## config.mk

```make
export PLATFORM = sky130hd
export DESIGN_NAME = mpsi_interlock
export DESIGN_NICKNAME = d
export VERILOG_FILES = /design/src/rtl/mpsi_interlock.v
export VERILOG_INCLUDE_DIRS = /design/src /design/src/rtl
export SDC_FILE = /design/constraint.sdc
export NUM_CORES = 1
export LEC_CHECK = 0
export BUFFER_PORTS_ARGS = -buffer_cell sky130_fd_sc_hd__buf_2
export CAP_MARGIN = 10
export CELL_PAD_IN_SITES_DETAIL_PLACEMENT = 1
export CELL_PAD_IN_SITES_GLOBAL_PLACEMENT = 1
export CORE_MARGIN = 5
export CORE_UTILIZATION = 40
export CTS_CLUSTER_SIZE = 30
export DETAILED_ROUTE_END_ITERATION = 8
export PLACE_DENSITY_LB_ADDON = 0.2
export SYNTH_ARGS = -nofsm -noshare
export SYNTH_HDL_FRONTEND = slang
export SYNTH_SLANG_ARGS = --single-unit
```

## constraint.sdc

```tcl
create_clock -name clk -period 3.6 [get_ports clk]
set_clock_uncertainty 0.2 [all_clocks]
set_input_delay 0.9 -clock clk [delete_from_list [all_inputs] [get_ports clk]]
set_output_delay 0.9 -clock clk [all_outputs]
set_load 0.01 [all_outputs]
```

## src/rtl/mpsi_defs.vh

```
// constants for the motor power safety interlock
`ifndef MPSI_DEFS_VH
`define MPSI_DEFS_VH
// startup self-check pulse length of the force-stop request
`define MPSI_SELFCHK_NS 1000
`define MPSI_CLK_NS 100
`define MPSI_SELFCHK_CYC (`MPSI_SELFCHK_NS / `MPSI_CLK_NS)
// settle time after the forced inputs are released, before run
`define MPSI_SETTLE_CYC 3
// self-check sequencer states
`define MPSI_ST_PULSE 2'h0
`define MPSI_ST_CHECK 2'h1
`define MPSI_ST_RUN 2'h2
`define MPSI_ST_FAIL 2'h3
// manual-mode limit reset values
`define MPSI_MAN_TORQUE_RST 8'h19
`define MPSI_MAN_SPEED_RST 16'h00fa
`endif

```

## src/rtl/mpsi_interlock.v

```verilog
// motor power safety interlock for the remote front panel
`timescale 1ns/10ps
`include "mpsi_defs.vh"
module mpsi_interlock #(
  parameter COPIES = 2,
  parameter SELFCHK_CYC = `MPSI_SELFCHK_CYC,
  parameter TW = 8,
  parameter SW = 16
) (
  input wire clk,
  input wire reset_n,
  input wire auto_mode_a,
  input wire auto_mode_b,
  input wire emergency_stop_a_n,
  input wire emergency_stop_b_n,
  input wire external_stop_source_n,
  input wire lamp_fault,
  input wire power_enable_button,
  input wire sw_force_stop,
  input wire [TW-1:0] auto_torque_limit,
  input wire [SW-1:0] auto_speed_limit,
  input wire [TW-1:0] manual_torque_limit,
  input wire [SW-1:0] manual_speed_limit,
  input wire non_jog_motion_request,
  output wire force_stop_request_n,
  output wire [COPIES-1:0] force_stop_request_copy_n,
  output reg motor_power_enable,
  output reg auto_mode,
  output reg stop_active,
  output reg external_stop_seen,
  output reg lamp_failed,
  output reg non_jog_allowed,
  output reg [TW-1:0] torque_limit,
  output reg [SW-1:0] speed_limit,
  output reg self_check_done,
  output reg self_check_fail
);

  // two-flop synchronisers for all seven panel inputs, stage one read only
  // by stage two; reset values are the unsafe levels
  // bit map of the synchronised vector:
  //   0 primary selector, 1 primary stop loop, 2 redundant stop loop,
  //   3 external stop source, 4 lamp fault, 5 enable push-button
  // the redundant selector has its own pair of flops below, so each
  // selector is seen on its own and a disagreement is never hidden
  // by an early and before the synchroniser
  reg [5:0] sync1_q;
  reg [5:0] sync2_q;
  wire [5:0] raw_in;
  assign raw_in = {power_enable_button, lamp_fault, external_stop_source_n,
                   emergency_stop_b_n, emergency_stop_a_n,
                   auto_mode_a};
  reg auto_b_s1_q;
  reg auto_b_s2_q;
  always @(posedge clk or negedge reset_n) begin
    if (!reset_n) begin
      sync1_q <= 6'h10;
      sync2_q <= 6'h10;
      auto_b_s1_q <= 1'b0;
      auto_b_s2_q <= 1'b0;
    end else begin
      sync1_q <= raw_in;
      sync2_q <= sync1_q;
      auto_b_s1_q <= auto_mode_b;
      auto_b_s2_q <= auto_b_s1_q;
    end
  end

  // decoded panel levels; open inputs read low, so every default but lamp_fault is safe; an open lamp line reads as no fault
  wire auto_a = sync2_q[0];
  wire auto_b = auto_b_s2_q;
  wire stop_a = ~sync2_q[1];
  wire stop_b = ~sync2_q[2];
  wire ext_stop = ~sync2_q[3];
  wire lamp_bad = sync2_q[4];
  wire button = sync2_q[5];
  // any disagreement between a pair falls to the unsafe meaning
  wire auto_now = auto_a & auto_b;
  wire stop_now = stop_a | stop_b;

  // startup self-check sequencer and its cycle counter
  // the pulse state holds the force-stop request low, then the panel's
  // answer is judged on the last pulse cycle; a failed check parks the
  // sequencer for good, so only a reset can bring power back
  // limitation: the check looks once, it does not watch the lines fall
  reg [1:0] st_q;
  reg [1:0] st_d;
  reg [15:0] cnt_q;
  reg [15:0] cnt_d;
  always @* begin
    st_d = st_q;
    cnt_d = cnt_q + 16'h0001;
    case (st_q)
      `MPSI_ST_PULSE: begin
        if (cnt_q >= SELFCHK_CYC[15:0] - 16'h0001) begin
          // panel must now show every stop line forced low
          st_d = (stop_a & stop_b & ext_stop) ? `MPSI_ST_CHECK
                                              : `MPSI_ST_FAIL;
          cnt_d = 16'h0000;
        end
      end
      `MPSI_ST_CHECK: begin
        // released stop lines need a few cycles through the synchroniser
        if (cnt_q >= `MPSI_SETTLE_CYC) begin
          st_d = `MPSI_ST_RUN;
        end
      end
      `MPSI_ST_RUN: cnt_d = cnt_q;
      `MPSI_ST_FAIL: cnt_d = cnt_q;
      default: st_d = `MPSI_ST_FAIL;
    endcase
  end

  always @(posedge clk or negedge reset_n) begin
    if (!reset_n) begin
      st_q <= `MPSI_ST_PULSE;
      cnt_q <= 16'h0000;
    end else begin
      st_q <= st_d;
      cnt_q <= cnt_d;
    end
  end

  // force-stop request: low during the startup pulse or on software demand
  reg force_n_q;
  always @(posedge clk or negedge reset_n) begin
    if (!reset_n) begin
      force_n_q <= 1'b0;
    end else begin
      force_n_q <= ~((st_d == `MPSI_ST_PULSE) | sw_force_stop);
    end
  end
  assign force_stop_request_n = force_n_q;

  // redundant copies all come from the same flop, so they never differ
  genvar gi;
  generate
    for (gi = 0; gi < COPIES; gi = gi + 1) begin : g_copy
      assign force_stop_request_copy_n[gi] = force_n_q;
    end
  endgenerate

  // enable sequencing: a rising edge arms, any blocker drops at once
  // the edge is taken from the synchronised level, so a press shorter
  // than a clock period may be missed; panel buttons are far slower
  // a press that lands while blocked is lost and must be repeated
  reg button_q;
  reg auto_q;
  wire run_ok = (st_q == `MPSI_ST_RUN);
  wire to_manual = auto_q & ~auto_now;
  wire blocked = stop_now | lamp_bad | to_manual | ~run_ok;
  wire rise = button & ~button_q;
  always @(posedge clk or negedge reset_n) begin
    if (!reset_n) begin
      button_q <= 1'b1;
      auto_q <= 1'b0;
      motor_power_enable <= 1'b0;
    end else begin
      // button_q resets high, but sync2_q resets the button bit low, so a button held through reset gives one edge, lost while the self-check blocks
      button_q <= button;
      auto_q <= auto_now;
      if (blocked) begin
        motor_power_enable <= 1'b0;
      end else if (rise) begin
        motor_power_enable <= 1'b1;
      end
    end
  end

  // status and mode-selected auto or manual limits for the servo and motion logic
  // limits are registered so the servo side never sees a mixed word
  // while the selector pair is changing
  always @(posedge clk or negedge reset_n) begin
    if (!reset_n) begin
      auto_mode <= 1'b0;
      stop_active <= 1'b1;
      external_stop_seen <= 1'b0;
      lamp_failed <= 1'b1;
      non_jog_allowed <= 1'b0;
      torque_limit <= `MPSI_MAN_TORQUE_RST;
      speed_limit <= `MPSI_MAN_SPEED_RST;
      self_check_done <= 1'b0;
      self_check_fail <= 1'b0;
    end else begin
      auto_mode <= auto_now;
      stop_active <= stop_now;
      // ignore the forced low while the startup check drives it
      external_stop_seen <= ext_stop & run_ok;
      lamp_failed <= lamp_bad;
      non_jog_allowed <= auto_now & ~non_jog_motion_request | auto_now;
      torque_limit <= auto_now ? auto_torque_limit
                               : manual_torque_limit;
      speed_limit <= auto_now ? auto_speed_limit : manual_speed_limit;
      self_check_done <= run_ok;
      self_check_fail <= (st_q == `MPSI_ST_FAIL);
    end
  end

endmodule

```

==> metrics.yaml, run 1 <==
result_of_the_run: "complete, no violations"
num-nets-final: 351
clk_root_buffer_cell: "sky130_fd_sc_hd__clkbuf_8"
max-cap-violations: 0
worst_hold_startpoint: "sync1_q[5]"
track_usage: 0.1559
synth-async-reset-ratio: 1.000
timing.critical_path.required_ns: 3.60
cts.htree.levels: 3
synth_top_family_by_area: "simple AND/OR/NAND/NOR gates"
detailedPlacementHpwl_microns: 4495
io_pins: 94
die_height_microns: 90.37
postCtsSetupRepairBufs: 0
hold_viol: 0
netSwitchingPower_mw: 0.5941
cts.path.max_buffers: 2
critPathKind: "register to register"
ir_drop_mv: 0.3266
p_int_mw: 1.402
number_of_vias_per_cell: 4.946
fp-row-count: 29
power_density_nw_per_um2: 598.5
drt_first_iter_violations: 34
worst_path_fanout_max: 14
synth-seq-cells: 66
pre_cts_ws_ns: 1.168
die-area_sq_um: 8167
synthesis.instances: 192
cts_hold_buf: 0
rsz0062_at_grt: "false"
cts_tree: "done"
initial_utilization: 0.4092
timing.final.crit_period_ns: 2.427
endpoint_kind: "register"
core_area_sq_um: 6314
adder_cell_share_of_the_synthesized_area: 0.01453
final_layout_size_suffix_gt1_frac: 0.5136
p_leak_nw: 1.605
final_cells: 371
detailroute.via_count: 1835
total_power_mw: 1.996
critical_path_startpoint: "cnt_q[0]"
gp_congestion: 0.7359
netlist.top_cell.by_area: "sky130_fd_sc_hd__dfrtp_1"
reg2reg_from: "cnt_q[0]"
clock-sinks: 66
fin_ws_ns: 1.173
pin_count_of_the_biggest_net_entering_global_routing: 35
multi_input_comb_area_sq_um: 849.6
max_slew_margin: 0.4541
route.final.wire_length_microns: 5932
report.final.setup_viol: 0
detailedRoute.firstPassIterationCount: 4
synth_edf_count: 0
yosys.area_share.simple: 0.1240
top_area_cell_type_share_of_the_netlist_area: 0.5036
synth_common_cells: "sky130_fd_sc_hd__dfrtp_1, sky130_fd_sc_hd__mux2_2, sky130_fd_sc_hd__dfstp_2, sky130_fd_sc_hd__nor2_1, sky130_fd_sc_hd__nand2_1"
number_of_global_route_vias_before_repair: 2054
seq_area_sq_um: 1669
critPathArrivalTime_ns: 2.42
share_of_cell_area_taken_by_muxes_after_synthesis: 0.1046
chipWidth_microns: 90.37
first_pass_grt_wire_length_microns: 10320
post_syn_area_per_cell_sq_um: 13.46
antennaDiodeCount: 0
final.setup.tns_ns: 0
yosys_warnings: 0
placedCellCount: 355
worst-slew-pin-transition_ns: 0.8138
worstHoldPathType: "register to register"
cts_buffers: 9
switching_share: 0.2976
synth_nets: 254
synth.top_cells.by_area: "sky130_fd_sc_hd__dfrtp_1, sky130_fd_sc_hd__dfstp_2, sky130_fd_sc_hd__mux2_2, sky130_fd_sc_hd__nor2_1, sky130_fd_sc_hd__xor2_1"
final_max_slew_viol_count: 0
post_synth_xor_area_fraction: 0.03390
io_buffer_count: 92
yosysUniqueCellTypes: 39
layout_worst_path_cycle_share: 0.6741
grt-ovfl-total: 0
antenna_left: 0
synth_ff_type: "sky130_fd_sc_hd__dfrtp_1"
post_drt_wl_per_cell_microns: 15.99
most_repeated_cell_in_the_gate_level_netlist_after_synthesis: "sky130_fd_sc_hd__dfrtp_1"
pwr-share-clk: 0.339
synth_sequential_area_ratio: 0.6460
power_frac_seq: 0.463
timing.fmax_mhz: 412.0
drt_drc: 0
final.fill_count: 695
comb_power_share: 0.199
cts.repair.resized: 0
worstSkewPairLatency_ns: 0.33
synth.cell_area_sq_um: 2584
areaGrowthSynthToFinish_pct: 29.10
cts.reportedPaths.clkPinSlew_ns: 0.08
antenna_found_initial: 0
crit_path_start_kind: "register"
synth_compound_gate_area_share: 0.05182
[registers in the layout, indices dropped and copies added, names as in the netlist]
signal / cells
cnt_q: 16
speed_limit: 16
torque_limit: 8
sync1_q: 6
sync2_q: 6
st_q: 2
auto_b: 1
auto_b_s1_q: 1
auto_mode: 1
button_q: 1
external_stop_seen: 1
force_stop_request_n: 1
lamp_failed: 1
motor_power_enable: 1
non_jog_allowed: 1
self_check_done: 1
self_check_fail: 1
stop_active: 1
[critical path, stage by stage (launching register included)]
cell	delay, ns
sky130_fd_sc_hd__dfrtp_1	0.45
sky130_fd_sc_hd__inv_1	0.10
sky130_fd_sc_hd__ha_1	0.14
sky130_fd_sc_hd__or3b_4	0.38
sky130_fd_sc_hd__a2111oi_4	0.58
sky130_fd_sc_hd__nor2_2	0.25
sky130_fd_sc_hd__o2bb2ai_1	0.19
[per-stage QoR]
| stage | instance area [sq um] | hold WS (ns) | util |
|---|---|---|---|
| after floorplan | 2584 | 0.1312 | - |
| after global placement | 3118 | 0.1323 | 0.4939 |
| after detailed placement | 3118 | 0.1358 | 0.4939 |
| after CTS | 3336 | 0.1485 | 0.5283 |
| after global routing | 3336 | 0.1483 | 0.5283 |
| final | 3336 | 0.1441 | 0.5283 |
[layout by cell type, fill, tap and decap left out, drive strengths merged, types with 4 or more instances in the layout]
cell type / count
inv: 6
xnor2: 4
nand4: 4
mux2: 24
xor2: 6
o21ai: 8
clkbuf: 10
or4: 5
dfrtp: 52
buf: 93
dfstp: 14
nor2: 15
nand2: 9
a21oi: 5
nand3: 7
[logic make-up after synthesis]
logic type | after synthesis
compound gates | 19
xor+xnor | 10
fa+ha+maj | 3
buf+inv | 13
flops | 66
mux | 24
simple gates | 57
[cell type report]
type                    count  area share
clock inverters             6     0.02701
flip-flops and latches     66      0.5004
inverters                   6    0.006752
repair buffers             93      0.1440
clock buffers              10     0.03826
well taps                  77     0.02888
multi-input cells         113      0.2547
[worst paths after layout]
path	to	slack [ns]	cells past startpoint
worst max-delay path	st_q[1]	1.17	6
worst min-delay path	sync2_q[5]	0.14	0
worst max register to register	st_q[1]	1.17	6
worst min register to register	sync2_q[5]	0.14	0
max in group asynchronous	speed_limit[6]	2.08	2
min in group asynchronous	self_check_done	0.41	1
[layer usage]
metal | up-vias | GRT usage | wire (microns)
met5 | - | 0 | 0
met4 | 0 | 0.05583 | 59
met3 | 6 | 0.07750 | 647
met2 | 73 | 0.2476 | 2843
met1 | 889 | 0.1819 | 2382
li1 | 867 | - | -
[power groups by stage]
stage               logic [mW]  clock network (mW)  registers [mW]
global placement         0.393                   0           0.933
finish                   0.397               0.676           0.924
CTS                      0.407               0.700           0.924
global route             0.456               0.739           0.940
detailed placement       0.405                   0           0.937
floorplan                0.272                   0           0.921
No activity file was read; power rests on OpenSTA's default activity.
==> run 2: changes to the inputs <==
- CORE_UTILIZATION: 40 -> 34
- clock period: 3.6 -> 2.2 ns (I/O delays scaled with it)
==> metrics.yaml, run 2 (synthesized netlist as in run 1, its figures left out) <==
io_buffer_count: 92  # unchanged
cts.reportedPaths.clkPinSlew_ns: 0.08  # about the same
track_usage: 0.1402  # -0.01564
p_leak_nw: 1.637  # +2.0%
multi_input_comb_area_sq_um: 855.8  # +0.74%
endpoint_kind: "register"
report.final.setup_viol: 0  # unchanged
pin_count_of_the_biggest_net_entering_global_routing: 67  # +91%
netSwitchingPower_mw: 1.018  # +71%
comb_power_share: 0.268  # +0.069
worstSkewPairLatency_ns: 0.33  # about the same
num-nets-final: 363  # +3.4%
layout_worst_path_cycle_share: 0.9433  # +0.2692
io_pins: 94  # unchanged
rsz0062_at_grt: "false"
drt_drc: 0  # unchanged
initial_utilization: 0.3524  # -0.05679
die_height_microns: 97.18  # +7.5%
cts.htree.levels: 3  # unchanged
cts.path.max_buffers: 2  # unchanged
largestRegisters: "cnt_q x16, speed_limit x16, torque_limit x8"
fp-row-count: 31  # +6.9%
route.final.wire_length_microns: 6326  # +6.6%
result_of_the_run: "complete, no violations"
drt_first_iter_violations: 34  # unchanged
hold_viol: 0  # unchanged
timing.final.crit_period_ns: 2.075  # -0.3517 ns
grt-ovfl-total: 0  # unchanged
number_of_global_route_vias_before_repair: 2129  # +3.7%
antennaDiodeCount: 0  # unchanged
areaGrowthSynthToFinish_pct: 32.15
cts_tree: "done"
detailedRoute.firstPassIterationCount: 4  # unchanged
crit_path_start_kind: "register"
final.setup.tns_ns: 0  # unchanged
number_of_vias_per_cell: 4.627  # -6.4%
die-area_sq_um: 9443  # +16%
cts_buffers: 9  # unchanged
postLayoutCoreUtil: 0.4658  # -0.06256
max_slew_margin: 0.7621  # +0.3080
ir_drop_mv: 0.3453  # +5.7%
r2r_slack_ns: 0.12  # -1.05 ns
clk_root_buffer_cell: "sky130_fd_sc_hd__clkbuf_8"
antenna_found_initial: 0  # unchanged
layout.cells.most_common: "sky130_fd_sc_hd__buf_2"
timing.fmax_mhz: 481.9  # +17%
detailroute.via_count: 1874  # +2.1%
switching_share: 0.3191  # +0.02145
post-route-cell-area_sq_um: 3415  # +2.4%
pwr-share-clk: 0.276  # -0.063
worst_path_fanout_max: 5  # -9
worstHoldPathType: "input pin to asynchronous set/reset pin"
seq_area_sq_um: 1669  # unchanged
final_max_slew_viol_count: 0  # unchanged
max-cap-violations: 0  # unchanged
total_power_mw: 3.191  # +60%
core_area_sq_um: 7331  # +16%
worst-slew-pin-transition_ns: 0.3479  # -0.4660 ns
critPathKind: "register to register"
layout.cells.most_common_list: "sky130_fd_sc_hd__buf_2, sky130_fd_sc_hd__dfrtp_1, sky130_fd_sc_hd__mux2_2, sky130_fd_sc_hd__nor2_1, sky130_fd_sc_hd__dfstp_2"
power_density_nw_per_um2: 934.5  # +56%
final_layout_size_suffix_gt1_frac: 0.5359  # +0.02234
critPathArrivalTime_ns: 2.13  # -0.29 ns
gp_congestion: 0.7745  # +5.2%
placedInstanceArea_sq_um: 3228  # +3.5%
detailedPlacementHpwl_microns: 4718  # +5.0%
chipWidth_microns: 97.18  # +7.5%
p_int_mw: 2.173  # +55%
timing.critical_path.required_ns: 2.25  # -1.35 ns
final.fill_count: 818  # +18%
antenna_left: 0  # unchanged
clock-sinks: 66  # unchanged
cts_hold_buf: 0  # unchanged
first_pass_grt_wire_length_microns: 10410  # +0.87%
power_frac_seq: 0.456  # -0.007
post_drt_wl_per_cell_microns: 15.62  # -2.3%
[run 2: cell type report]
class / count / area share
sequential: 66 / 0.4888
multi-input combinational: 113 / 0.2506
timing repair buffer: 105 / 0.1671
clock buffer: 10 / 0.03738
tap: 99 / 0.03628
clock inverter: 6 / 0.01319
inverter: 6 / 0.006596
[run 2: critical path, stage by stage (launching register included)]
cell and delay, ns:
sky130_fd_sc_hd__dfrtp_1 0.41, sky130_fd_sc_hd__inv_1 0.08, sky130_fd_sc_hd__ha_1 0.15, sky130_fd_sc_hd__or3b_4 0.39, sky130_fd_sc_hd__a2111oi_4 0.34, sky130_fd_sc_hd__buf_4 0.20, sky130_fd_sc_hd__o21ai_0 0.07, sky130_fd_sc_hd__o21ai_1 0.15
[run 2: per-stage QoR]
stage | hold WS (ns) | setup slack, ns | std cells
6_report | 0.01493 | 0.1247 | 405
4_1_cts | 0.02490 | 0.0002860 | 405
3_5_place_dp | 0.1449 | 0.01173 | 388
3_3_place_gp | 0.1322 | 0.1643 | 388
2_1_floorplan | 0.05441 | 0.1438 | 192
5_1_grt | 0.03721 | 0.01630 | 405
[run 2: what timing repair did]
action,in CTS,in global routing
setup buffers,1,0
cloned,0,0
resized for setup,0,2
pin swaps,0,1
endpoints found under the setup margin,1,9
[run 2: worst paths after layout]
check,start,endpoint,depth (start not counted)
min in group clk,lamp_fault,sync1_q[4],1
max in group asynchronous,reset_n,torque_limit[4],2
worst min register to register,auto_b_s1_q,auto_b,0
worst max-delay path,cnt_q[0],cnt_q[0],7
worst max register to register,cnt_q[0],cnt_q[0],7
worst min-delay path,reset_n,self_check_done,2
[run 2: power by group through the flow]
stage | clock network, mW | logic, mW | registers (mW)
global route | 0.976 | 0.958 | 1.48
floorplan | 0 | 0.445 | 1.51
CTS | 0.916 | 0.857 | 1.46
finish | 0.881 | 0.854 | 1.46
detailed placement | 0 | 0.829 | 1.48
global placement | 0 | 0.811 | 1.47
[run 2: layer usage]
metal,share of wire,GRT usage
met2,0.46,0.2203
met5,0,0
met3,0.13,0.08399
met4,0.019,0.06479
met1,0.39,0.1508
==> run 3: changes to the inputs <==
- CORE_ASPECT_RATIO: not set -> 1.4
==> metrics.yaml, run 3 (synthesized netlist as in run 1, its figures left out) <==
result_of_the_run: "complete, no violations"
cts_hold_buf: 0  # unchanged
worstHoldPathType: "input pin to asynchronous set/reset pin"
areaGrowthSynthToFinish_pct: 31.67
io_buffer_count: 92  # unchanged
crit_chain: "inv_1 > ha_1 > or3b_4 > a2111oi_4 > nor2_2 > o2bb2ai_1"
critPathBufInv: 1  # -1
io_pins: 94  # unchanged
antenna_left: 0  # unchanged
number_of_vias_per_cell: 4.785  # +3.4%
fin_ws_ns: 0.1339  # +0.009135 ns
die-area_sq_um: 9467  # +0.26%
gp_congestion: 0.7001  # -9.6%
grt-ovfl-total: 0  # unchanged
drt_drc: 0  # unchanged
layout_worst_path_cycle_share: 0.9391  # -0.004152
pre_cts_ws_ns: 0.07078  # +0.05906 ns
critPathArrivalTime_ns: 2.08  # -0.05 ns
rsz0062_at_grt: "true"
cp_top_family: "simple AND/OR/NAND/NOR gates"
report.final.setup_viol: 0  # unchanged
num-nets-final: 360  # -0.83%
post_drt_wl_per_cell_microns: 14.82  # -5.2%
layout.cells.most_common_list: "sky130_fd_sc_hd__buf_2, sky130_fd_sc_hd__dfrtp_1, sky130_fd_sc_hd__mux2_2, sky130_fd_sc_hd__nor2_1, sky130_fd_sc_hd__dfstp_2"
reg2reg_from: "cnt_q[0]"
route.final.wire_length_microns: 5926  # -6.3%
endpoint_kind: "register"
detailedPlacementHpwl_microns: 4409  # -6.6%
chipWidth_microns: 83.68  # -14%
largestRegisters: "cnt_q x16, speed_limit x16, torque_limit x8"
rr_worst_depth: 6  # -1
r2r_slack_ns: 0.13  # about the same
detailroute.via_count: 1914  # +2.1%
cts.htree.levels: 3  # unchanged
drt_first_iter_violations: 55  # +62%
power_density_nw_per_um2: 950.5  # +1.7%
cts_tree: "done"
final.setup.tns_ns: 0  # unchanged
die_height_microns: 113.1  # +16%
crit_path_start_kind: "register"
slowest_stage: "sky130_fd_sc_hd__dfrtp_2"
timing.fmax_mhz: 484.0  # +0.44%
p_leak_nw: 1.632  # -0.28%
first_pass_grt_wire_length_microns: 10030  # -3.6%
r2r-end: "st_q[1]"
max-cap-violations: 0  # unchanged
number_of_global_route_vias_before_repair: 2205  # +3.6%
worstSkewPairLatency_ns: 0.33  # about the same
cts_buffers: 9  # unchanged
antenna_found_initial: 0  # unchanged
clock-sinks: 66  # unchanged
clk_root_buffer_cell: "sky130_fd_sc_hd__clkbuf_8"
ir_drop_mv: 0.4987  # +44%
worst-slew-pin-transition_ns: 0.6048  # +0.2569 ns
timing.critical_path.required_ns: 2.22  # -0.03 ns
core_area_sq_um: 7407  # +1.0%
cts.path.max_buffers: 2  # unchanged
layout.cells.most_common: "sky130_fd_sc_hd__buf_2"
pin_count_of_the_biggest_net_entering_global_routing: 67  # unchanged
slowest_delay_ns: 0.44  # +0.03 ns
track_usage: 0.1338  # -0.006406
fin_hold_ws_ns: 0.01426  # -0.0006665 ns
final_max_slew_viol_count: 0  # unchanged
max_slew_margin: 0.5964  # -0.1657
antennaDiodeCount: 0  # unchanged
hold_viol: 0  # unchanged
postCtsSetupRepairBufs: 0  # -1
fp-row-count: 37  # +19%
detailedRoute.firstPassIterationCount: 4  # unchanged
critical_path_startpoint: "cnt_q[0]"
initial_utilization: 0.3488  # -0.003632
timing.final.crit_period_ns: 2.066  # -0.009135 ns
worst_path_fanout_max: 14  # +9
critPathKind: "register to register"
final_layout_size_suffix_gt1_frac: 0.5215  # -0.01450
cts.reportedPaths.clkPinSlew_ns: 0.07  # about the same
-- run 3: cell types whose count changed in the layout (fill, tap and decap cells not counted), moves of 2 or more --
cell and delta:
sky130_fd_sc_hd__clkbuf_1 +3, sky130_fd_sc_hd__clkinv_4 -2, sky130_fd_sc_hd__clkinvlp_4 -2, sky130_fd_sc_hd__buf_4 -3
-- run 3: what timing repair did --
action,in CTS,in global routing
setup endpoints to repair,0,13
endpoints found under the hold margin,0,0
resized for setup,0,3
-- run 3: layout make-up --
cell class	instances	area (sq um)
inverter	6	22.52
tap	97	121.4
fill	840	4005
sequential	66	1670
clock buffer	14	152.6
timing repair buffer	102	548.0
clock inverter	2	37.54
multi-input combinational	113	849.6
-- run 3: routing by layer --
| metal | up-vias | GRT usage | part of all wire |
|---|---|---|---|
| met4 | 0 | 0.06116 | 0.018 |
| met2 | 71 | 0.2411 | 0.53 |
| met1 | 957 | 0.1281 | 0.35 |
| li1 | 878 | - | - |
| met3 | 8 | 0.06336 | 0.10 |
| met5 | - | 0 | 0 |
-- run 3: worst max path at each step --
stage	to	slack, ns	depth (start not counted)
2_1_floorplan	cnt_q[3]	0.14	7
3_3_place_gp	st_q[1]	0.1	6
3_5_place_dp	st_q[1]	0.07	6
4_1_cts	st_q[1]	0.06	6
5_1_grt	st_q[1]	-0.002	6
6_report	st_q[1]	0.13	6
-- run 3: through the flow --
stage               instances  cell area, sq um  power [mW]  utilization
CTS                       400              3401       3.282       0.4591
global route              400              3402       3.430       0.4593
finish                    400              3402       3.234       0.4593
detailed placement        384              3211       2.273       0.4334
global placement          384              3211       2.254       0.4334
floorplan                 192              2584       1.952            -
-- run 3: power by group --
group / internal, mW / total [mW] / leakage (nW) / switching (mW)
Clock: 0.557 / 0.989 / 0.0909 / 0.432
Combinational: 0.356 / 0.787 / 0.747 / 0.431
Sequential: 1.37 / 1.46 / 0.794 / 0.0896
Total: 2.28 / 3.23 / 1.63 / 0.952
